**src/pkg/crs_map.vh**
```
// Register map, field positions and reset values of the core register set.
// Assumes inclusion by bare name from the core file.
`ifndef CRS_MAP_VH
`define CRS_MAP_VH
`define CRS_ADDR_W 4
`define CRS_REG_PC 4'h0
`define CRS_REG_ACC 4'h1
`define CRS_REG_TMP 4'h2
`define CRS_REG_IX 4'h3
`define CRS_REG_EP 4'h4
`define CRS_REG_SP 4'h5
`define CRS_REG_PSW 4'h6
`define CRS_REG_OP 4'h7
`define CRS_REG_GPA 4'h8
`define CRS_REG_CFG 4'h9
`define CRS_REG_RES 4'ha
// Condition code bit positions
`define CRS_CC_C 0
`define CRS_CC_V 1
`define CRS_CC_Z 2
`define CRS_CC_N 3
`define CRS_CC_IL0 4
`define CRS_CC_IL1 5
`define CRS_CC_I 6
`define CRS_CC_H 7
// Operation codes
`define CRS_OP_ADD 3'h0
`define CRS_OP_SUB 3'h1
`define CRS_OP_ADDC 3'h2
`define CRS_OP_SUBC 3'h3
`define CRS_OP_SHL 3'h4
`define CRS_OP_SHR 3'h5
// Bank limit codes
`define CRS_BANKS_4 2'h0
`define CRS_BANKS_8 2'h1
`define CRS_BANKS_16 2'h2
`define CRS_MASK_4 5'h03
`define CRS_MASK_8 5'h07
`define CRS_MASK_16 5'h0f
`define CRS_GPR_PREFIX 8'h01
`define CRS_RST_CC 8'h30
`define CRS_RST_W16 16'h0000
`define CRS_LVL_LOWEST 2'h3
`endif

```
**src/core/crs_core_regs.v**
```verilog
// Programmer-visible CPU register set with flag update and bank addressing.
// Assumes a single-cycle register port master and synchronous inputs.
//
// Decided for this implementation: the placing of the registers and the address-and-strobe port.
`timescale 1ns/1ps
`include "crs_map.vh"
module crs_core_regs (
  // Clock and reset
  input wire clk_sys,
  input wire nrst,
  // Register port
  input wire [3:0] reg_addr,
  input wire [15:0] reg_wdata,
  input wire reg_wr,
  input wire reg_rd,
  output reg [15:0] reg_rdata,
  // Interrupt request
  input wire irq_req,
  input wire [1:0] irq_level,
  output reg irq_take,
  // Derived addresses
  output reg [15:0] gpr_addr
);
  reg [15:0] prog_counter;
  reg [15:0] accumulator;
  reg [15:0] temp_operand;
  reg [15:0] index_reg;
  reg [15:0] extra_pointer;
  reg [15:0] stack_pointer;
  reg [4:0] bank_pointer;
  reg [2:0] bank_hi;
  reg [7:0] cond_code_byte;
  reg [1:0] bank_limit;
  reg [2:0] gpr_sel;
  reg [7:0] alu_result;
  reg [7:0] next_result;
  reg [7:0] next_cc;
  reg next_c;
  reg next_h;
  reg [8:0] wide;
  reg [4:0] nib;
  reg [7:0] a8;
  reg [7:0] b8;
  reg [2:0] op;
  reg cin;
  wire [15:0] program_status_word;
  wire do_op;
  wire [1:0] accept_level_field;
  assign program_status_word = {bank_hi, bank_pointer, cond_code_byte};
  assign do_op = reg_wr && (reg_addr == `CRS_REG_OP);
  assign accept_level_field = {cond_code_byte[`CRS_CC_IL1],
                               cond_code_byte[`CRS_CC_IL0]};

  // Limit the bank pointer to what the variant can address
  function [4:0] crs_bank_mask;
    input [1:0] lim;
    begin
      case (lim)
        `CRS_BANKS_4: crs_bank_mask = `CRS_MASK_4;
        `CRS_BANKS_8: crs_bank_mask = `CRS_MASK_8;
        default: crs_bank_mask = `CRS_MASK_16;
      endcase
    end
  endfunction

  // Byte-wide flag computation from the low bytes of A and T
  always @*
  begin
    a8 = accumulator[7:0];
    b8 = temp_operand[7:0];
    op = reg_wdata[2:0];
    cin = cond_code_byte[`CRS_CC_C];
    wide = 9'h000;
    nib = 5'h00;
    next_c = 1'b0;
    next_h = cond_code_byte[`CRS_CC_H];
    next_result = a8;
    next_cc = cond_code_byte;
    case (op)
      `CRS_OP_ADD, `CRS_OP_ADDC:
      begin
        wide = {1'b0, a8} + {1'b0, b8} +
               {8'h00, (op == `CRS_OP_ADDC) & cin};
        nib = {1'b0, a8[3:0]} + {1'b0, b8[3:0]} +
              {4'h0, (op == `CRS_OP_ADDC) & cin};
        next_result = wide[7:0];
        next_c = wide[8];
        next_h = nib[4];
        next_cc[`CRS_CC_V] = (a8[7] == b8[7]) && (wide[7] != a8[7]);
      end
      `CRS_OP_SUB, `CRS_OP_SUBC:
      begin
        wide = {1'b0, a8} - {1'b0, b8} -
               {8'h00, (op == `CRS_OP_SUBC) & cin};
        nib = {1'b0, a8[3:0]} - {1'b0, b8[3:0]} -
              {4'h0, (op == `CRS_OP_SUBC) & cin};
        next_result = wide[7:0];
        next_c = wide[8];
        next_h = nib[4];
        next_cc[`CRS_CC_V] = (a8[7] != b8[7]) && (wide[7] != a8[7]);
      end
      `CRS_OP_SHL:
      begin
        next_result = {a8[6:0], 1'b0};
        next_c = a8[7];
      end
      `CRS_OP_SHR:
      begin
        next_result = {1'b0, a8[7:1]};
        next_c = a8[0];
      end
      default:
      begin
        next_result = a8;
        next_c = cin;
      end
    endcase
    next_cc[`CRS_CC_H] = next_h;
    next_cc[`CRS_CC_C] = next_c;
    next_cc[`CRS_CC_N] = next_result[7];
    next_cc[`CRS_CC_Z] = (next_result == 8'h00);
  end

  always @(posedge clk_sys or negedge nrst)
  begin
    if (!nrst)
    begin
      prog_counter <= `CRS_RST_W16;
      accumulator <= `CRS_RST_W16;
      temp_operand <= `CRS_RST_W16;
      index_reg <= `CRS_RST_W16;
      extra_pointer <= `CRS_RST_W16;
      stack_pointer <= `CRS_RST_W16;
      bank_pointer <= 5'h00;
      bank_hi <= 3'h0;
      cond_code_byte <= `CRS_RST_CC;
      bank_limit <= `CRS_BANKS_16;
      gpr_sel <= 3'h0;
      alu_result <= 8'h00;
    end
    else if (do_op)
    begin
      accumulator <= {accumulator[15:8], next_result};
      alu_result <= next_result;
      cond_code_byte <= next_cc;
    end
    else if (reg_wr)
    begin
      case (reg_addr)
        `CRS_REG_PC: prog_counter <= reg_wdata;
        `CRS_REG_ACC: accumulator <= reg_wdata;
        `CRS_REG_TMP: temp_operand <= reg_wdata;
        `CRS_REG_IX: index_reg <= reg_wdata;
        `CRS_REG_EP: extra_pointer <= reg_wdata;
        `CRS_REG_SP: stack_pointer <= reg_wdata;
        `CRS_REG_PSW:
        begin
          bank_hi <= reg_wdata[15:13];
          bank_pointer <= reg_wdata[12:8] & crs_bank_mask(bank_limit);
          cond_code_byte <= reg_wdata[7:0];
        end
        `CRS_REG_GPA: gpr_sel <= reg_wdata[2:0];
        `CRS_REG_CFG:
        begin
          bank_limit <= reg_wdata[1:0];
          bank_pointer <= bank_pointer & crs_bank_mask(reg_wdata[1:0]);
        end
        default:
        begin
          gpr_sel <= gpr_sel;
        end
      endcase
    end
  end

  // Outputs registered; reads answer one cycle after the strobe
  always @(posedge clk_sys or negedge nrst)
  begin
    if (!nrst)
    begin
      reg_rdata <= `CRS_RST_W16;
      irq_take <= 1'b0;
      gpr_addr <= `CRS_RST_W16;
    end
    else
    begin
      irq_take <= irq_req && cond_code_byte[`CRS_CC_I] &&
                  (irq_level < accept_level_field);
      gpr_addr <= {`CRS_GPR_PREFIX, bank_pointer, gpr_sel};
      if (reg_rd)
      begin
        case (reg_addr)
          `CRS_REG_PC: reg_rdata <= prog_counter;
          `CRS_REG_ACC: reg_rdata <= accumulator;
          `CRS_REG_TMP: reg_rdata <= temp_operand;
          `CRS_REG_IX: reg_rdata <= index_reg;
          `CRS_REG_EP: reg_rdata <= extra_pointer;
          `CRS_REG_SP: reg_rdata <= stack_pointer;
          `CRS_REG_PSW: reg_rdata <= program_status_word;
          `CRS_REG_GPA: reg_rdata <= {13'h0000, gpr_sel};
          `CRS_REG_CFG: reg_rdata <= {14'h0000, bank_limit};
          `CRS_REG_RES: reg_rdata <= {8'h00, alu_result};
          default: reg_rdata <= `CRS_RST_W16;
        endcase
      end
      else
      begin
        reg_rdata <= `CRS_RST_W16;
      end
    end
  end
endmodule

```
**config.mk**
```make
export PLATFORM = sky130hd
export DESIGN_NAME = crs_core_regs
export DESIGN_NICKNAME = d
export VERILOG_FILES = /design/src/core/crs_core_regs.v
export VERILOG_INCLUDE_DIRS = /design/src /design/src/pkg
export SDC_FILE = /design/constraint.sdc
export NUM_CORES = 1
export LEC_CHECK = 0
export BUFFER_PORTS_ARGS = -buffer_cell sky130_fd_sc_hd__buf_2
export CAP_MARGIN = 25
export CORE_ASPECT_RATIO = 0.6
export CORE_UTILIZATION = 54
export DETAILED_ROUTE_END_ITERATION = 7
export MAX_ROUTING_LAYER = met4
export PLACE_DENSITY = 0.76
export SYNTH_ARGS = -nofsm -noshare
export SYNTH_HDL_FRONTEND = slang
export SYNTH_SLANG_ARGS = --single-unit
```
**constraint.sdc**
```tcl
create_clock -name clk_sys -period 2.55 [get_ports clk_sys]
set_input_delay 0 -clock clk_sys [delete_from_list [all_inputs] [get_ports clk_sys]]
set_output_delay 0 -clock clk_sys [all_outputs]
set_load 0.01 [all_outputs]
```
==> impl_results.md, run 1 <==
* Status: finished with violations
* Failing checks: setup timing
* Initial core utilization at 0.5555
* Global route overflow at 0
* Number of diodes at 0
* Fmax achieved at 385.9 MHz
* Vias in the first global route at 6016
* DRC at 0
* Total Wirelength at 21340 um
* FF+latch count, synth at 149
* Placed cell areas at 0.008342 sq mm
* Drt wl/cell at 21.62 um
* Max Clock Skew at 0.007213 ns
* Syn avg cell area at 11.25 sq um
* Chip Width at 155.1 um
* Main synth FF type: dfrtp_1
* Lkg Pwr at 4.243 nW
* Post-synth EDFFs at 0
* Async set or reset register ratio after synthesis at 1.000
* Pre-Repair DR Iteration Count at 5
* Critical path class: register to register
* Longest Clk Path Bufs at 2
* Number of I/O pins at 60
* Core Region at 0.01367 sq mm
* Total power at 8.933 mW
* Critical-path cell list: nand3_2 -> fa_2 -> ha_4 -> o21ai_2 -> buf_6 -> a211oi_4 -> mux2i_1 -> o311a_1 -> a21oi_2 -> mux2_4
* Via-per-instance ratio at 6.180
* Critical Path Start Type: register
* Register area share after synthesis at 0.4916
* Synth top cells by count: 146 x dfrtp_1, 91 x mux2_2, 56 x nand2_1
* Synth cell types at 66
* Post-layout util at 0.6850
* DP HPWL at 14320 um
* Worst slew margin at 0.4987
* Final Cycle Share at 1.016
* Largest net degree at the start of global routing at 66
* Cell area power density at 954.3 mW/mm^2
* Post-synth top area share at 0.4812
* First DRT Iteration DRCs at 616
* CP peak stage delay at 0.57 ns
* First-pass GRT wire length at 33770 um
* Final setup violation count at 3
* Final TNS setup at -0.09441 ns
* Final Cell Area at 0.009361 sq mm
* Synth-to-Final Area Change at 23.30%
* MaxCap Viol Count at 0
* Final Max Tran Viols at 0
* Worst Path Required at 2.85 ns
* Die Height at 93.85 um
* GPL Wtd Cong at 0.8851
* CTS buffer count at 17
* Arrival time worst endpoint at 2.89 ns
* Most common cell in the synthesized netlist: dfrtp_1
* Port bufs at 51
* CP max-delay cell: fa_2
* Initial antenna violation count at 0
* Hold violation total from the final report at 0
* Unrepaired setup endpoints after global routing: true
* Row cnt at 33
* Critical path's top delay family: adder cells
* Fillers at 979
* Final WS setup at -0.04111 ns
* # nets final at 835
* ANT nets after route at 0
* Clock Latency Late Sink at 0.42 ns
* Die Area at 0.01455 sq mm
* Pre-CTS WS at -0.1664 ns
* Vias at 6100
* VDD IR max at 486.0 uV
* Cell area after synthesis at 0.007592 sq mm
* Gr usage total at 0.3217
* Area contributors post-synth: dfrtp_1 48%, mux2_2 13%, a22oi_1 4.3%, ha_1 3.6%, nand2_1 2.8%
* Crit end category: register
* CTS clk-pin slew, worst paths at 0.06 ns
* Yosys warns at 0
* Worst hold-check path type: primary input to register
* Share of layout cells above drive strength 1 at 0.3560
* Worst-Margin Slew at 0.7492 ns
* Synth area leader: dfrtp_1
* Tmin final at 2.591 ns
* H-tree levels at 4
* Cells after Synth at 675
* Clock Tree Root: clkbuf_16
* Sink Count at 149
* CTS tree: done
* Worst-path fanout max at 3
* Worst Path Buf+Inv at 1
metrics by stage:
stage | cells | hold slack, ns
finish | 987 | 0.09740
global route | 987 | 0.1174
CTS | 987 | 0.08990
detailed placement | 937 | -0.003325
global placement | 937 | -0.01644
floorplan | 682 | -0.2956
kinds of logic (layout without fill, tap and decap cells):
family | count (synthesis) | after routing | share of synthesized area
multiplexers | 105 | 105 | 0.1534
other | 2 | 9 | 0.0009892
XOR/XNOR | 10 | 10 | 0.01154
AND/OR/NAND/NOR | 145 | 145 | 0.09229
AO/OA/AOI/OAI | 165 | 165 | 0.1602
adder cells (fa/ha/maj) | 26 | 26 | 0.04680
flip-flops | 149 | 149 | 0.4916
buffers and inverters | 73 | 186 | 0.04318
power breakdown:
group	switching, mW	internal (mW)	total (mW)
combinational	1.56	1.43	2.99
clock	1.02	1.70	2.73
sequential	0.322	2.89	3.22
layout make-up:
| type | count | area [sq um] | share of cell area |
|---|---|---|---|
| clock inverter | 13 | 195.2 | 0.02085 |
| multi-input combinational | 460 | 3749 | 0.4004 |
| tap | 192 | 240.2 | 0.02566 |
| sequential | 149 | 3732 | 0.3987 |
| clock buffer | 19 | 452.9 | 0.04838 |
| timing repair buffer | 127 | 890.9 | 0.09516 |
| inverter | 27 | 101.3 | 0.01083 |
worst min-delay path, delay by kind of cell:
family / cells / cell delay, ns
AO/OA/AOI/OAI: 1 / 0.05
buffers and inverters: 2 / 0.28
AND/OR/NAND/NOR: 1 / 0.13
final timing paths:
path                              startpoint                end  slack [ns]  cells after the start
max reg2reg                cond_code_byte[0]      alu_result[7]       -0.04                     10
max                        cond_code_byte[0]      alu_result[7]       -0.04                     10
max in group asynchronous               nrst  cond_code_byte[5]        1.58                      3
min in group asynchronous               nrst        gpr_addr[1]        0.12                      2
min                                   reg_rd       reg_rdata[0]         0.1                      4
min reg2reg                  bank_pointer[0]        gpr_addr[3]        0.41                      0
what timing repair did:
| item | in CTS | in global routing |
|---|---|---|
| pin swaps | 8 | 5 |
| hold buffers | 17 | 0 |
| endpoints found under the setup margin | 10 | 14 |
| setup buffers | 1 | 0 |
| endpoints found under the hold margin | 144 | 0 |
| gates resized for setup | 17 | 26 |
| cloned | 0 | 0 |
cell usage in the layout, fill, tap and decap left out, drive strengths merged, types with 4 or more instances in the layout:
cell,n
clkinv,7
xnor2,9
conb,9
fa,4
nand2b,10
a22o,6
nand2,58
a31oi,13
clkbuf,19
a211oi,5
a221oi,8
inv,29
o31ai,4
nor3,6
buf,110
bufinv,4
ha,22
dlygate4sd3,17
a21o,4
nor2b,5
a21oi,18
o22ai,4
mux2i,14
a222oi,7
nand3,9
nor2,39
o21ai,28
mux2,91
dfrtp,146
a22oi,43
a41oi,4
layer usage:
metal  vias up  routed length (um)  track usage
met4         0                 360      0.09406
met3        46                2164      0.08856
met1      3087                9628       0.4648
met5         -                   0            -
met2       296                9186       0.4381
li1       2671                   -            -
Power figures use the tool's default switching activity.
==> run 2, diff against run 1 <==
CORE_MARGIN = 2   (was not set)
MAX_ROUTING_LAYER = not set   (was met4)
==> impl_results.md, run 2 (synthesis gave the netlist of run 1 again) <==
* Register area at 0.003732 sq mm (unchanged)
* Pint at 5.818 mW (was 6.024 mW)
* Tmin final at 2.598 ns (was 2.591 ns)
* Core Region at 0.01371 sq mm (was 0.01367 sq mm)
* Critical path class: register to register (unchanged)
* H-tree levels at 4 (unchanged)
* First-pass GRT wire length at 33910 um (was 33770 um)
* Worst hold-check path type: primary input to register (unchanged)
* Final WS setup at -0.04832 ns (was -0.04111 ns)
* Final Max Tran Viols at 0 (unchanged)
* R2R Path Start: cond_code_byte[0] (unchanged)
* Initial core utilization at 0.5539 (was 0.5555)
* Via-per-instance ratio at 6.196 (was 6.180)
* DP HPWL at 14510 um (was 14320 um)
* Longest Clk Path Bufs at 2 (unchanged)
* Leading cell types in the layout, fill and taps excluded: 146 x dfrtp_1, 89 x mux2_2, 59 x buf_4 (was 146 x dfrtp_1, 90 x mux2_2, 57 x buf_4)
* Critical Path Start Type: register (unchanged)
* Failing checks: setup timing (unchanged)
* Arrival time worst endpoint at 2.93 ns (was 2.89 ns)
* Drt wl/cell at 22.11 um (was 21.62 um)
* Worst slew margin at 0.3812 (was 0.4987)
* Post-layout util at 0.6791 (was 0.6850)
* Initial antenna violation count at 0 (unchanged)
* Most common cell after layout, fill and taps aside: dfrtp_1 (unchanged)
* Fmax achieved at 384.9 MHz (was 385.9 MHz)
* Die Height at 95.85 um (was 93.85 um)
* Worst-path fanout max at 3 (unchanged)
* Unrepaired setup endpoints after global routing: true (unchanged)
* Switching Share at 0.3333 (was 0.3257)
* Total Wirelength at 21850 um (was 21340 um)
* Logic pwr share at 0.342 (was 0.335)
* Worst R2R Path Depth at 10 (unchanged)
* CTS tree: done (unchanged)
* Total power at 8.727 mW (was 8.933 mW)
* Final setup violation count at 2 (was 3)
* Clock power share at 0.287 (was 0.305)
* CTS buffer count at 17 (unchanged)
* Reg power frac at 0.371 (was 0.360)
* Placed cell areas at 0.008319 sq mm (was 0.008342 sq mm)
* Die Area at 0.01506 sq mm (was 0.01455 sq mm)
* GPL Wtd Cong at 0.9112 (was 0.8851)
* # nets final at 836 (was 835)
* Hold Slack at 0.09864 ns (was 0.09740 ns)
* Lkg Pwr at 4.219 nW (was 4.243 nW)
* First DRT Iteration DRCs at 553 (was 616)
* Worst Hold Launch: reg_rd (unchanged)
* Crit end category: register (unchanged)
* Reg2reg end: cond_code_byte[2] (was alu_result[7])
* Gr usage total at 0.3016 (was 0.3217)
* Number of diodes at 0 (unchanged)
* Hold worst-path end: reg_rdata[0] (unchanged)
* Clock Tree Root: clkbuf_16 (unchanged)
* Max Clock Skew at 0.009460 ns (was 0.007213 ns)
* Largest net degree at the start of global routing at 61 (was 66)
* Sw Pwr at 2.909 mW (was 2.910 mW)
* DRC at 0 (unchanged)
* R2R Setup Slk at -0.05 ns (was -0.04 ns)
* MaxCap Viol Count at 0 (unchanged)
* Chip Width at 157.1 um (was 155.1 um)
* Clock Latency Late Sink at 0.42 ns (about the same)
* Synth-to-Final Area Change at 22.61% (was 23.30%)
* Vias at 6122 (was 6100)
* Vias in the first global route at 6055 (was 6016)
* VDD IR max at 421.7 uV (was 486.0 uV)
* Worst Path Required at 2.88 ns (was 2.85 ns)
* Final Cycle Share at 1.019 (was 1.016)
* Row cnt at 33 (unchanged)
* Port bufs at 51 (unchanged)
* Status: finished with violations (unchanged)
* Worst-Margin Slew at 0.9260 ns (was 0.7492 ns)
* ANT nets after route at 0 (unchanged)
* Share of layout cells above drive strength 1 at 0.3580 (was 0.3560)
* Cell area power density at 937.5 mW/mm^2 (was 954.3 mW/mm^2)
* Multi-input gate area at 0.003755 sq mm (was 0.003749 sq mm)
* Final Cell Area at 0.009309 sq mm (was 0.009361 sq mm)
* Final TNS setup at -0.09340 ns (was -0.09441 ns)
* Fillers at 989 (was 979)
* Hold path depth at 4 (unchanged)
* Global route overflow at 0 (unchanged)
* Pre-Repair DR Iteration Count at 5 (unchanged)
* Hold violation total from the final report at 0 (unchanged)
* Number of I/O pins at 60 (unchanged)
* Sink Count at 149 (unchanged)
* Critical Path Start: cond_code_byte[0] (unchanged)
* CTS clk-pin slew, worst paths at 0.06 ns (about the same)
==> run 2: changes by cell type in the layout (fill, tap and decap cells not counted), sizes merged <==
cell	previous run	this run
clkinvlp	0	1
bufinv	4	2
buf	110	111
clkbuf	19	22
clkinv	7	5
==> run 2: through the flow <==
stage	cells	setup slack (ns)
after global placement	934	-0.1458
final	988	-0.04832
after global routing	988	-0.1923
after detailed placement	934	-0.1927
after CTS	987	-0.06270
after floorplan	682	-0.01734
==> run 2: what timing repair did <==
item	4_1_cts	5_1_grt
buffers inserted	6	1
hold endpoints to repair	146	0
setup endpoints to repair	8	12
pin swaps	15	12
hold buffers	17	0
gates resized for setup	22	26
==> run 2: final cells by class <==
type,instances,area share
Sequential cell,149,0.4009
Clock inverter,10,0.01304
Clock buffer,22,0.04987
Tap cell,192,0.02581
Multi-Input combinational cell,460,0.4034
Inverter,27,0.01089
Timing Repair Buffer,128,0.09610
==> run 2: layer usage <==
layer	global-route usage	vias up	routed length, um
li1	-	2680	-
met1	0.4392	3042	9546
met2	0.4349	360	9382
met3	0.08780	40	2509
met4	0.09773	0	406
met5	0	-	0
==> run 2: worst max path at each step <==
stage | end | slack [ns] | cells past startpoint
after floorplan | cond_code_byte[2] | -0.02 | 13
after global placement | cond_code_byte[2] | -0.15 | 11
after detailed placement | cond_code_byte[2] | -0.19 | 11
after CTS | cond_code_byte[2] | -0.06 | 9
after global routing | cond_code_byte[2] | -0.19 | 10
final | cond_code_byte[2] | -0.05 | 10
==> run 2: power by group through the flow <==
stage | combinational [mW] | clock, mW | sequential [mW]
4_1_cts | 2.74 | 2.51 | 3.22
6_report | 2.99 | 2.51 | 3.24
2_1_floorplan | 1.64 | 0 | 3.20
3_3_place_gp | 2.47 | 0 | 3.21
5_1_grt | 3.23 | 2.62 | 3.28
3_5_place_dp | 2.54 | 0 | 3.25
==> run 2: critical path, cell delays in order, from the launching register on <==
cell      delay, ns
dfrtp_1        0.36
nand3_2        0.08
fa_2           0.62
inv_2          0.06
ha_4           0.16
o21ai_4        0.18
a311oi_2       0.13
mux2i_1        0.19
o32ai_2        0.36
nand4b_1       0.17
o31ai_2        0.19
